`config.mk`:
```
export PLATFORM = sky130hd
export DESIGN_NAME = e1_auto_sa_alarm_response
export DESIGN_NICKNAME = d
export VERILOG_FILES = /design/src/include/sa_auto_pkg.sv /design/src/hw/e1_auto_sa_alarm_response.sv /design/src/hw/sa_code_seq.sv
export SDC_FILE = /design/constraint.sdc
export NUM_CORES = 1
export LEC_CHECK = 0
export BUFFER_PORTS_ARGS = -buffer_cell sky130_fd_sc_hd__buf_2
export CELL_PAD_IN_SITES_DETAIL_PLACEMENT = 1
export CELL_PAD_IN_SITES_GLOBAL_PLACEMENT = 2
export CORE_MARGIN = 4
export CORE_UTILIZATION = 22
export CTS_CLUSTER_DIAMETER = 80
export DETAILED_ROUTE_END_ITERATION = 8
export GPL_TIMING_DRIVEN = 0
export PLACE_DENSITY_LB_ADDON = 0.1
export SETUP_SLACK_MARGIN = 0.5
export SLEW_MARGIN = 10
export SYNTH_ARGS = -nofsm -noshare
export SYNTH_HDL_FRONTEND = slang
export SYNTH_SLANG_ARGS = --single-unit
```
`constraint.sdc`:
```
create_clock -name clk_sys -period 3.05 [get_ports clk_sys]
set_input_delay 0.4575 -clock clk_sys [delete_from_list [all_inputs] [get_ports clk_sys]]
set_output_delay 0.4575 -clock clk_sys [all_outputs]
set_load 0.02 [all_outputs]
```
`src/include/sa_auto_pkg.sv`:
```
package sa_auto_pkg;

  localparam int unsigned APB_ADDR_W = 12;
  localparam int unsigned APB_DATA_W = 32;
  localparam int unsigned CTRL_W     = 8;

  // register indices; byte address is four times the index
  localparam logic [APB_ADDR_W-1:0] CTRL1_INDEX = 12'h131;
  localparam logic [APB_ADDR_W-1:0] STAT_INDEX  = 12'h13f;
  localparam logic [APB_ADDR_W-1:0] CTRL1_ADDR  = {CTRL1_INDEX[APB_ADDR_W-3:0], 2'b00};
  localparam logic [APB_ADDR_W-1:0] STAT_ADDR   = {STAT_INDEX[APB_ADDR_W-3:0], 2'b00};

  localparam logic [CTRL_W-1:0] CTRL1_RESET = 8'h00;

  // enable bit positions in the control register
  localparam int unsigned EN_LOSLFA1_BIT = 7;
  localparam int unsigned EN_LOS1_BIT    = 6;
  localparam int unsigned EN_LOSLFA2_BIT = 5;
  localparam int unsigned EN_LOSLFA3_BIT = 4;
  localparam int unsigned EN_LOSLFA4_BIT = 3;
  localparam int unsigned EN_PWR_BIT     = 2;
  localparam int unsigned EN_PWRLINE_BIT = 1;
  localparam int unsigned EN_AUX_BIT     = 0;

  // status field positions
  localparam int unsigned ST_LOS_BIT    = 0;
  localparam int unsigned ST_LFA_BIT    = 1;
  localparam int unsigned ST_PWR_BIT    = 2;
  localparam int unsigned ST_ACTIVE_BIT = 3;
  localparam int unsigned ST_SEL_LSB    = 4;

  // sa6 codes, sent msb first over four nfas frames
  localparam logic [3:0] SA6_ZERO  = 4'h0;
  localparam logic [3:0] SA6_LOS   = 4'he;
  localparam logic [3:0] SA6_FC4   = 4'hc;
  localparam logic [3:0] SA6_POWER = 4'h8;

  localparam logic       AUX_FIRST    = 1'b1;
  localparam logic [1:0] CODE_IDX_RST = 2'h0;

  typedef enum logic [3:0] {
    RESP_NONE,
    RESP_LOSLFA1,
    RESP_LOS1,
    RESP_LOSLFA2,
    RESP_LOSLFA3,
    RESP_LOSLFA4,
    RESP_PWR,
    RESP_PWRLINE,
    RESP_AUX
  } resp_sel_t;

  typedef struct packed {
    logic a;
    logic sa5;
    logic sa6;
  } oh_bits_t;

  typedef struct packed {
    logic       use_src;
    logic       a_keep;
    logic       a_val;
    logic       sa5_val;
    logic [3:0] sa6_code;
    logic       aux;
  } resp_t;

endpackage

```
`src/hw/e1_auto_sa_alarm_response.sv`:
```
// Behaviour
// - with the first line-loss enable set and LOS or LFA, send Sa5 as 1 and Sa6 as 0000, A untouched.
// - with the first LOS enable set and LOS, send A as 1, Sa5 as 1 and Sa6 as 1110.
// - with the second line-loss enable set and LOS or LFA, send A as 1, Sa5 as 0, Sa6 as 0000.
// - with the third line-loss enable set and LOS or LFA, send A as 0, Sa5 as 1, Sa6 as 1100.
// - with the fourth line-loss enable set and LOS or LFA, send A as 0, Sa5 as 1, Sa6 as 1110.
// - with the power-fail enable set and loss of power, send A as 0, Sa5 as 1 and Sa6 as 1000.
// - a high power-loss input means loss of power, a low one means none.
// - with the combined enable set and power loss plus LOS or LFA, send A 1, Sa5 1, Sa6 1000.
// - with the aux enable set and LOS, send the alternating 10101010 on both Sa5 and Sa6.
// - a response fires only from this channel's receive conditions or its power-loss input, and only while enabled.
// - all eight enables are software read/write and clear to zero at reset.
//
// The APB interface to the registers was left to the implementer.
`timescale 1ns/1ps
module e1_auto_sa_alarm_response (
  input  wire logic                                  clk_sys,
  input  wire logic                                  rst_b,
  input  wire logic [sa_auto_pkg::APB_ADDR_W-1:0]    paddr,
  input  wire logic                                  psel,
  input  wire logic                                  penable,
  input  wire logic                                  pwrite,
  input  wire logic [sa_auto_pkg::APB_DATA_W-1:0]    pwdata,
  input  wire logic [3:0]                            pstrb,
  output logic [sa_auto_pkg::APB_DATA_W-1:0]         prdata,
  output logic                                       pready,
  output logic                                       pslverr,
  input  wire logic                                  signal_loss,
  input  wire logic                                  align_loss,
  input  wire logic                                  power_loss,
  input  wire logic                                  nfas_strobe,
  input  wire sa_auto_pkg::oh_bits_t                 src_bits,
  output sa_auto_pkg::oh_bits_t                      tx_bits,
  output logic                                       auto_active
);

  logic [sa_auto_pkg::CTRL_W-1:0]     ctrl_r;
  logic [sa_auto_pkg::CTRL_W-1:0]     ctrl_nxt;
  logic [sa_auto_pkg::APB_DATA_W-1:0] prdata_r;
  logic [sa_auto_pkg::APB_DATA_W-1:0] prdata_nxt;
  sa_auto_pkg::oh_bits_t              tx_r;
  sa_auto_pkg::oh_bits_t              tx_nxt;
  sa_auto_pkg::resp_sel_t             sel_r;
  sa_auto_pkg::resp_sel_t             sel_c;
  sa_auto_pkg::resp_t                 resp_c;

  wire                                setup_ph;
  wire                                access_ph;
  wire                                hit_ctrl;
  wire                                hit_stat;
  wire                                wr_ctrl;
  wire                                line_loss;
  wire [sa_auto_pkg::CTRL_W-1:0]      trig;
  wire [sa_auto_pkg::CTRL_W-1:0]      stat_word;
  wire [1:0]                          code_idx;
  wire                                aux_bit;
  wire                                code_bit;
  wire                                restart;

  // highest triggered bit wins
  function automatic sa_auto_pkg::resp_sel_t pick(input logic [7:0] t);
    sa_auto_pkg::resp_sel_t s;
    s = sa_auto_pkg::RESP_NONE;
    if (t[sa_auto_pkg::EN_LOSLFA1_BIT]) s = sa_auto_pkg::RESP_LOSLFA1;
    else if (t[sa_auto_pkg::EN_LOS1_BIT]) s = sa_auto_pkg::RESP_LOS1;
    else if (t[sa_auto_pkg::EN_LOSLFA2_BIT]) s = sa_auto_pkg::RESP_LOSLFA2;
    else if (t[sa_auto_pkg::EN_LOSLFA3_BIT]) s = sa_auto_pkg::RESP_LOSLFA3;
    else if (t[sa_auto_pkg::EN_LOSLFA4_BIT]) s = sa_auto_pkg::RESP_LOSLFA4;
    else if (t[sa_auto_pkg::EN_PWR_BIT]) s = sa_auto_pkg::RESP_PWR;
    else if (t[sa_auto_pkg::EN_PWRLINE_BIT]) s = sa_auto_pkg::RESP_PWRLINE;
    else if (t[sa_auto_pkg::EN_AUX_BIT]) s = sa_auto_pkg::RESP_AUX;
    return s;
  endfunction

  // fields: use_src, a_keep, a_val, sa5_val, sa6_code, aux
  function automatic sa_auto_pkg::resp_t resp_of(input sa_auto_pkg::resp_sel_t s);
    sa_auto_pkg::resp_t r;
    r = '{1'b1, 1'b1, 1'b0, 1'b0, sa_auto_pkg::SA6_ZERO, 1'b0};
    case (s)
      sa_auto_pkg::RESP_LOSLFA1: r = '{1'b0, 1'b1, 1'b0, 1'b1, sa_auto_pkg::SA6_ZERO, 1'b0};
      sa_auto_pkg::RESP_LOS1:    r = '{1'b0, 1'b0, 1'b1, 1'b1, sa_auto_pkg::SA6_LOS, 1'b0};
      sa_auto_pkg::RESP_LOSLFA2: r = '{1'b0, 1'b0, 1'b1, 1'b0, sa_auto_pkg::SA6_ZERO, 1'b0};
      sa_auto_pkg::RESP_LOSLFA3: r = '{1'b0, 1'b0, 1'b0, 1'b1, sa_auto_pkg::SA6_FC4, 1'b0};
      sa_auto_pkg::RESP_LOSLFA4: r = '{1'b0, 1'b0, 1'b0, 1'b1, sa_auto_pkg::SA6_LOS, 1'b0};
      sa_auto_pkg::RESP_PWR:     r = '{1'b0, 1'b0, 1'b0, 1'b1, sa_auto_pkg::SA6_POWER, 1'b0};
      sa_auto_pkg::RESP_PWRLINE: r = '{1'b0, 1'b0, 1'b1, 1'b1, sa_auto_pkg::SA6_POWER, 1'b0};
      sa_auto_pkg::RESP_AUX:     r = '{1'b0, 1'b1, 1'b0, 1'b0, sa_auto_pkg::SA6_ZERO, 1'b1};
      default: r = '{1'b1, 1'b1, 1'b0, 1'b0, sa_auto_pkg::SA6_ZERO, 1'b0};
    endcase
    return r;
  endfunction

  // apb decode
  assign setup_ph  = psel & ~penable;
  assign access_ph = psel & penable;
  assign hit_ctrl  = (paddr == sa_auto_pkg::CTRL1_ADDR);
  assign hit_stat  = (paddr == sa_auto_pkg::STAT_ADDR);
  // zero wait states; read data is fetched in the setup cycle
  assign pready    = 1'b1;
  assign pslverr   = access_ph & ~(hit_ctrl | hit_stat);
  assign wr_ctrl   = access_ph & pwrite & hit_ctrl & pstrb[0];
  assign ctrl_nxt  = wr_ctrl ? pwdata[sa_auto_pkg::CTRL_W-1:0] : ctrl_r;

  assign stat_word = {4'(sel_r), auto_active, power_loss, align_loss, signal_loss};
  assign prdata_nxt = !setup_ph ? prdata_r :
                      hit_ctrl  ? {24'h000000, ctrl_r} :
                      hit_stat  ? {24'h000000, stat_word} : 32'h00000000;

  always_ff @(posedge clk_sys) begin
    if (!rst_b) begin
      ctrl_r   <= sa_auto_pkg::CTRL1_RESET;
      prdata_r <= 32'h00000000;
    end else begin
      ctrl_r   <= ctrl_nxt;
      prdata_r <= prdata_nxt;
    end
  end

  assign prdata = prdata_r;

  // trigger terms, all from this channel's receive side and power pin
  assign line_loss = signal_loss | align_loss;
  assign trig[sa_auto_pkg::EN_LOSLFA1_BIT] = ctrl_r[sa_auto_pkg::EN_LOSLFA1_BIT] & line_loss;
  assign trig[sa_auto_pkg::EN_LOS1_BIT]    = ctrl_r[sa_auto_pkg::EN_LOS1_BIT] & signal_loss;
  assign trig[sa_auto_pkg::EN_LOSLFA2_BIT] = ctrl_r[sa_auto_pkg::EN_LOSLFA2_BIT] & line_loss;
  assign trig[sa_auto_pkg::EN_LOSLFA3_BIT] = ctrl_r[sa_auto_pkg::EN_LOSLFA3_BIT] & line_loss;
  assign trig[sa_auto_pkg::EN_LOSLFA4_BIT] = ctrl_r[sa_auto_pkg::EN_LOSLFA4_BIT] & line_loss;
  assign trig[sa_auto_pkg::EN_PWR_BIT]     = ctrl_r[sa_auto_pkg::EN_PWR_BIT] & power_loss;
  assign trig[sa_auto_pkg::EN_PWRLINE_BIT] =
    ctrl_r[sa_auto_pkg::EN_PWRLINE_BIT] & power_loss & line_loss;
  assign trig[sa_auto_pkg::EN_AUX_BIT]     = ctrl_r[sa_auto_pkg::EN_AUX_BIT] & signal_loss;

  assign sel_c   = pick(trig);
  assign resp_c  = resp_of(sel_c);
  assign restart = (sel_c != sel_r);

  sa_code_seq sa_code_seq_i (
    .clk_sys     (clk_sys),
    .rst_b       (rst_b),
    .nfas_strobe (nfas_strobe),
    .restart     (restart),
    .code_idx    (code_idx),
    .aux_bit     (aux_bit)
  );

  // code index counts up from the msb, so ~idx selects the bit
  assign code_bit = resp_c.sa6_code[~code_idx];

  always_comb begin
    tx_nxt = src_bits;
    if (!resp_c.use_src) begin
      tx_nxt.a = resp_c.a_keep ? src_bits.a : resp_c.a_val;
      if (resp_c.aux) begin
        tx_nxt.sa5 = aux_bit;
        tx_nxt.sa6 = aux_bit;
      end else begin
        tx_nxt.sa5 = resp_c.sa5_val;
        tx_nxt.sa6 = code_bit;
      end
    end
  end

  // one cycle of latency on the overhead path; the framer samples a stable bit
  always_ff @(posedge clk_sys) begin
    if (!rst_b) begin
      tx_r  <= '0;
      sel_r <= sa_auto_pkg::RESP_NONE;
    end else begin
      tx_r  <= tx_nxt;
      sel_r <= sel_c;
    end
  end

  assign tx_bits     = tx_r;
  assign auto_active = (sel_r != sa_auto_pkg::RESP_NONE);

  wire hi7 = trig[7];
  wire hi6 = trig[7:6] != 2'b00;
  wire hi5 = trig[7:5] != 3'b000;
  wire hi4 = trig[7:4] != 4'h0;
  wire hi3 = trig[7:3] != 5'h00;
  wire hi2 = trig[7:2] != 6'h00;
  wire hi1 = trig[7:1] != 7'h00;
endmodule

```
`src/hw/sa_code_seq.sv`:
```
`timescale 1ns/1ps
module sa_code_seq (
  input  wire logic       clk_sys,
  input  wire logic       rst_b,
  input  wire logic       nfas_strobe,
  input  wire logic       restart,
  output logic [1:0]      code_idx,
  output logic            aux_bit
);

  logic [1:0] code_idx_r;
  logic [1:0] code_idx_nxt;
  logic       aux_r;
  logic       aux_nxt;

  // a new response starts its code at the msb
  assign code_idx_nxt = restart ? sa_auto_pkg::CODE_IDX_RST :
                        nfas_strobe ? 2'(code_idx_r + 2'h1) : code_idx_r;
  assign aux_nxt      = restart ? sa_auto_pkg::AUX_FIRST :
                        nfas_strobe ? ~aux_r : aux_r;

  always_ff @(posedge clk_sys) begin
    if (!rst_b) begin
      code_idx_r <= sa_auto_pkg::CODE_IDX_RST;
      aux_r      <= sa_auto_pkg::AUX_FIRST;
    end else begin
      code_idx_r <= code_idx_nxt;
      aux_r      <= aux_nxt;
    end
  end

  assign code_idx = code_idx_r;
  assign aux_bit  = aux_r;

endmodule

```
Yosys cells after proc, flatten, opt, wreduce, memory -nomap -nowiden

Memory sizes are Yosys's and may differ from the RTL's.
Index checks and enable logic that the tools add are counted.
W data, S select, Z words.

Bits in read-only memories: 128
Memories: 1
Input bits: 60
Register bits after elaboration: 50
Logic and storage cells: 53

Memories:

| memory           | words | bits a word | read ports | clocked after Yosys merged registers in | wr ports | line                            | RTL |
|---|---|---|---|---|---|---|---|
| (name not given) | 16    | 8           | 1          | 0                                       | 0        | e1_auto_sa_alarm_response.sv:79 | `case (s)` |

Equality and inequality tests: 3
$lt $le $gt $ge: 1
Reductions and logical operators: 2
Bitwise logic cells: 22
Multiplexer cells: 15
Add/subtract/negate cells: 1

Operators with widths:

| kind                   | count |
|---|---|
| $mux W4                | 8 |
| $eq A12 B11 Y1 const B | 2 |
| $mux W8                | 2 |
| $and A1 B1 Y1          | 15 |
| $ne A4 B4 Y1           | 1 |
| $not A1 Y1             | 4 |
| $reduce_bool A4 Y1     | 1 |
| $lt A2 B3 Y1 const B   | 1 |
| $mux W3                | 1 |
| $add A2 B1 Y2 const B  | 1 |
| $bmux W1 S2            | 1 |
| $mux W1                | 2 |
| $mux W2                | 1 |
| $not A2 Y2             | 1 |
| $or A1 B1 Y1           | 2 |
| $reduce_or A2 Y1       | 1 |

Logic depth before layout (Yosys ltp)

An unclocked memory read counts as a cell.

Depth after elaboration: 14
Mapped depth: 11

By module

From an unflattened synthesis, not the netlist that was laid out.

Cells, all modules: 196
Area total of the unflattened synthesis: 1,649.1 µm²

By module, submodules not included:

| module                    | cells an instance | area an instance (µm²) | sequential area each (µm²) | times used |
|---|---|---|---|---|
| e1_auto_sa_alarm_response | 185               | 1,532.7                | 460.4                      | 1 |
| sa_code_seq               | 11                | 116.4                  | 60.1                       | 1 |

Worst setup path after synthesis

No wires, ideal clock.

Path type: input port to flip-flop
Start: in signal_loss
End: reg tx_r, in the netlist tx_bits[0]
Library setup time: 117 ps
Data required time: 2,933 ps
Arrival: 2,427 ps
Stages on the path: 11
Setup slack: 505 ps
Cell sequence: buf_2 or2_1 a21boi_0 a22oi_1 inv_1 ha_1 clkbuf_1 mux2i_1 mux2_2 o21ai_0 a32o_1

Cells in the longest elaborated chain, start to end: 14
Elaborated cells between the ends (all ways): 21
Classes of those cells: 12 x mux; 8 x bitwise; 1 x memory

Ends and longest elaborated chain:

| item                          | line                             | RTL |
|---|---|---|
| start: declaration            | e1_auto_sa_alarm_response.sv:28  | `input wire logic signal_loss,` |
| $or A1 B1 Y1                  | e1_auto_sa_alarm_response.sv:122 | `assign line_loss = signal_loss \| align_loss;` |
| $and A1 B1 Y1                 | e1_auto_sa_alarm_response.sv:130 | `ctrl_r[sa_auto_pkg::EN_PWRLINE_BIT] & power_loss & line_loss;` |
| $mux W4                       | e1_auto_sa_alarm_response.sv:70  | `else if (t[sa_auto_pkg::EN_PWRLINE_BIT]) s = sa_auto_pkg::RESP_PWRLINE;` |
| $mux W4                       | e1_auto_sa_alarm_response.sv:69  | `else if (t[sa_auto_pkg::EN_PWR_BIT]) s = sa_auto_pkg::RESP_PWR;` |
| $mux W4                       | e1_auto_sa_alarm_response.sv:68  | `else if (t[sa_auto_pkg::EN_LOSLFA4_BIT]) s = sa_auto_pkg::RESP_LOSLFA4;` |
| $mux W4                       | e1_auto_sa_alarm_response.sv:67  | `else if (t[sa_auto_pkg::EN_LOSLFA3_BIT]) s = sa_auto_pkg::RESP_LOSLFA3;` |
| $mux W4                       | e1_auto_sa_alarm_response.sv:66  | `else if (t[sa_auto_pkg::EN_LOSLFA2_BIT]) s = sa_auto_pkg::RESP_LOSLFA2;` |
| $mux W4                       | e1_auto_sa_alarm_response.sv:65  | `else if (t[sa_auto_pkg::EN_LOS1_BIT]) s = sa_auto_pkg::RESP_LOS1;` |
| $mux W4 (*)                   | e1_auto_sa_alarm_response.sv:64  | `if (t[sa_auto_pkg::EN_LOSLFA1_BIT]) s = sa_auto_pkg::RESP_LOSLFA1;` |
| net sel_c[1]                  | e1_auto_sa_alarm_response.sv:44  | `sa_auto_pkg::resp_sel_t sel_c;` |
| $mem_v2 Z16 W8 (*)            | -                                |  |
| $bmux W1 S2                   | e1_auto_sa_alarm_response.sv:147 | `assign code_bit = resp_c.sa6_code[~code_idx];` |
| $mux W1 (implied by the code) | e1_auto_sa_alarm_response.sv:147 |  |
| $mux W2                       | e1_auto_sa_alarm_response.sv:153 | `if (resp_c.aux) begin` |
| $mux W3 (*)                   | e1_auto_sa_alarm_response.sv:151 | `if (!resp_c.use_src) begin` |
| end signal: assignment        | e1_auto_sa_alarm_response.sv:169 | `tx_r <= tx_nxt;` |
| end: declaration              | e1_auto_sa_alarm_response.sv:41  | `sa_auto_pkg::oh_bits_t tx_r;` |

Mark *: on every way through the listed nets, which the timed path passes. The rest lies on a longest branch. The select of a mux whose other input is x is not followed.
A chain may end at the register's enable or synchronous reset.

Worst setup path after layout

Start: in paddr[3] in the netlist's numbering
End: out pslverr

Cells in the longest elaborated chain, start to end: 4
Elaborated cells between the ends (all ways): 5
Classes of those cells: 2 x eq/ne; 3 x bitwise

Ends and longest elaborated chain:

| item                                     | line                                                             | RTL |
|---|---|---|
| start: declaration                       | e1_auto_sa_alarm_response.sv:19                                  | `input wire logic [sa_auto_pkg::APB_ADDR_W-1:0] paddr,` |
| $eq A12 B11 Y1, on equally long branches | e1_auto_sa_alarm_response.sv:96, e1_auto_sa_alarm_response.sv:97 |  |
| $or A1 B1 Y1 (*)                         | e1_auto_sa_alarm_response.sv:100                                 | `assign pslverr = access_ph & ~(hit_ctrl \| hit_stat);` |
| $not A1 Y1 (*)                           | e1_auto_sa_alarm_response.sv:100                                 |  |
| $and A1 B1 Y1 (*)                        | e1_auto_sa_alarm_response.sv:100                                 |  |
| end: declaration                         | e1_auto_sa_alarm_response.sv:27                                  | `output logic pslverr,` |

Mark *: on every way between the ends. The rest lies on a longest branch, timed or not.

==> impl_metrics.py <==
metrics = {
    "run_status": {
        "run_status": "finished, final reports clean",
    },
    "critical_path": {
        "crit_fanout": 10,
        "r2r_start": "ctrl_r[4]",
        "critPathSlowestCell": "nor3_1",
        "rr_worst_depth": 8,
        "crit_chain": "buf_2 > nor3_1 > nor2_1 > o211a_1 > buf_2",
        "crit_arrival_ns": 1.89,
        "worst-r2r-setup-slack_ns": 0.78,
        "slowest_delay_ns": 0.82,
        "crit_path_start_kind": "primary input",
        "startpoint": "paddr[3]",
        "crit_type": "primary input to output pin",
        "cp.required_ns": 2.59,
        "crit_end": "pslverr",
        "end_kind": "output pin",
        "critPathMostFrequentCell": "buf_2",
        "r2r_end": "tx_bits[0]",
    },
    "synthesis": {
        "synth-seq-area-share_pct": 32.1,
        "postSynthCellCount": 194,
        "synth_edf_count": 0,
        "synth-seq-cells": 26,
        "async_flop_share_pct": 0,
        "yosys_warnings": 0,
        "ys_types": 43,
        "syn_area_um2": 1620,
        "synth_ff_type": "dfxtp_1",
        "syn_area_per_cell_um2": 8.36,
    },
    "cells_and_area": {
        "fin_nets": 331,
        "stdcell_count": 364,
        "fin_util_pct": 29.2,
        "fin_area_um2": 2110,
        "layout-drive-gt1-share_pct": 30.9,
        "area_growth_pct": 29.9,
        "antenna_cells": 0,
    },
    "cts": {
        "cts_root_buf": "clkbuf_8",
        "hold_buffers": 0,
        "cts_tree": "done",
        "cts_sinks": 26,
        "cts_max_level": 1,
        "clockBufferDepth": 2,
        "clk_latency_ns": 0.27,
        "cts_buffers": 3,
        "clk_pin_slew_ns": 0.09,
    },
    "sta": {
        "rsz0062_at_grt": "false",
        "fin_tns_setup_ns": 0,
        "slew_violations": 0,
        "setup_viol": 0,
        "min_period_over_period_pct": 77.0,
        "clock.fmax_ghz": 0.426,
        "skew_ns": 0.00132,
        "finalHoldViolations": 0,
        "maxSlewHeadroom_pct": 31.5,
        "tightest_slew_ns": 1.02,
        "period_minus_slack_ns": 2.35,
    },
    "hold_path": {
        "min_path_type": "primary input to register",
    },
    "power_and_ir_drop": {
        "vdd_drop_max_mv": 0.139,
        "p_per_area_nw_per_um2": 320,
        "leakage_nw": 1.04,
    },
    "detailed_routing": {
        "wl_met2_um": 2170,
        "drt_first_iter_violations": 27,
        "finalWirelength_um": 4680,
        "wl_per_cell_um": 12.9,
        "drt-pass1-iter-count": 4,
        "post_drt_via_cell_ratio": 4.22,
        "post-route-drc-count": 0,
        "drtAntennaViolNets": 0,
        "via_count": 1536,
        "top_layer_used": "met4",
        "dr_wl_met3_um": 257,
        "wl_met1_um": 2230,
    },
    "grt": {
        "grt_pass1_wl_um": 7510,
        "track_usage_pct": 10.7,
        "grt_antenna_before_repair": 0,
        "grt_max_degree": 14,
        "grt-ovfl-total": 0,
        "grt_pass1_vias": 1552,
    },
    "flow_run": {
        "maxCapViolCount": 0,
    },
    "placement": {
        "dp_cells": 360,
        "dpl.hpwl_um": 3830,
        "dpl-instance-area_um2": 2050,
        "gp_congestion": 0.678,
        "portBuffers": 44,
    },
    "floorplanning": {
        "start_util_pct": 22.5,
        "ioPinCount": 98,
        "fp.dieW_um": 93.9,
        "core_area_um2": 7210,
        "rows": 31,
        "die-area_um2": 8810,
        "die_h_um": 93.9,
    },
}
layout by cell type (no fill, tap or decap), drive strengths merged, types with 3 or more instances in the layout:
| master | Yosys | routed |
|---|---|---|
| ha | 4 | 4 |
| a22oi | 9 | 9 |
| nor2 | 25 | 25 |
| inv | 8 | 8 |
| conb | 2 | 25 |
| nor3 | 12 | 12 |
| a21oi | 11 | 11 |
| nand4 | 3 | 3 |
| xnor2 | 3 | 3 |
| mux2i | 12 | 12 |
| o21ai | 4 | 4 |
| clkbuf | 7 | 10 |
| dfxtp | 26 | 26 |
| nand2 | 6 | 6 |
| buf | 27 | 72 |
cell type report:
class	count	area [um^2]
plain buffers	34	231
well taps	99	124
multi-input cells	149	933
repair buffers	45	228
flip-flops and latches	26	520
inverters	8	30.0
fillers	922	5110
clock buffers	3	41.3
where the power goes:
group	switching [mW]	internal, mW	total [mW]
clock	0.113	0.0887	0.202
sequential	0.00334	0.345	0.349
combinational	0.0704	0.0535	0.124
routing by layer:
metal / GRT usage, % / up-vias
li1: - / 783
met3: 2.56 / 2
met4: 2.89 / 0
met2: 18.2 / 40
met1: 13.5 / 711
met5: 0 / -
worst max-delay path: cells and delay by family:
family | cells | cell delay (ns)
AOI/OAI and AO/OA | 1 | 0.24
buffers and inverters | 2 | 0.25
and+or+nand+nor | 2 | 0.94
worst min-delay path by stage:
stage | start | endpoint | slack (ns) | cells after the start
after floorplan | ctrl_r[0] | ctrl_r[0] | 0.48 | 2
after global placement | prdata[7] | prdata[7] | 0.47 | 2
after detailed placement | prdata[7] | prdata[7] | 0.48 | 2
after CTS | pwdata[7] | ctrl_r[7] | 0.41 | 3
after global routing | pwdata[7] | ctrl_r[7] | 0.41 | 3
final | pwdata[7] | ctrl_r[7] | 0.41 | 3
through the flow:
| stage | setup WS, ns | hold WS, ns | total power, mW |
|---|---|---|---|
| after detailed placement | 0.163 | 0.480 | 0.480 |
| after global routing | 0.556 | 0.408 | 0.713 |
| after global placement | 0.143 | 0.468 | 0.480 |
| final | 0.703 | 0.411 | 0.675 |
| after CTS | 0.515 | 0.405 | 0.689 |
| after floorplan | 0.505 | 0.478 | 0.444 |
cell usage after synthesis, types with 2 or more instances:
master     n  area (um^2)
nor4bb_1   2         20.0
or3_1      2         12.5
o221ai_1   2         17.5
a22oi_1    9         67.6
o21a_1     2         15.0
conb_1     2         7.51
clkbuf_1   7         26.3
nor3_1    12         60.1
xnor2_1    3         26.3
a21oi_1   11         55.1
inv_1      8         30.0
a311oi_1   2         17.5
and3_1     2         12.5
nor2_1    25         93.8
nand4_1    3         18.8
nand2b_1   2         12.5
ha_1       4         50.1
dfxtp_1   26          521
nand2_1    6         22.5
o21ai_0    4         20.0
buf_4     25          188
nor4b_1    2         17.5
mux2i_1   12          120
a211oi_1   2         15.0
what timing repair did:
action                                  4_1_cts  5_1_grt
pin swaps                                     0        1
cloned                                        0        0
setup buffers                                 0        1
endpoints found under the setup margin        1        2
gates resized for setup                       1        2
state kept, by name (all words and copies together) (netlist names):
signal / cells
sa_code_seq_i.code_idx: 2
tx_bits: 3
sel_r: 4
prdata: 8
sa_code_seq_i.aux_bit: 1
ctrl_r: 8
kinds of logic (layout without fill, tap and decap cells):
group,count (synthesis),in the layout,synth area share [%]
AOI/OAI and AO/OA,39,39,17.8
xor gates and xnor gates,4,4,2.16
adders and majority gates,4,4,3.08
buffers and inverters,42,90,16.0
DFF,26,26,32.1
muxes,13,13,8.10
other,2,25,0.463
and+or+nand+nor,64,64,20.3
Note: power is estimated with default switching activity, not from simulation.
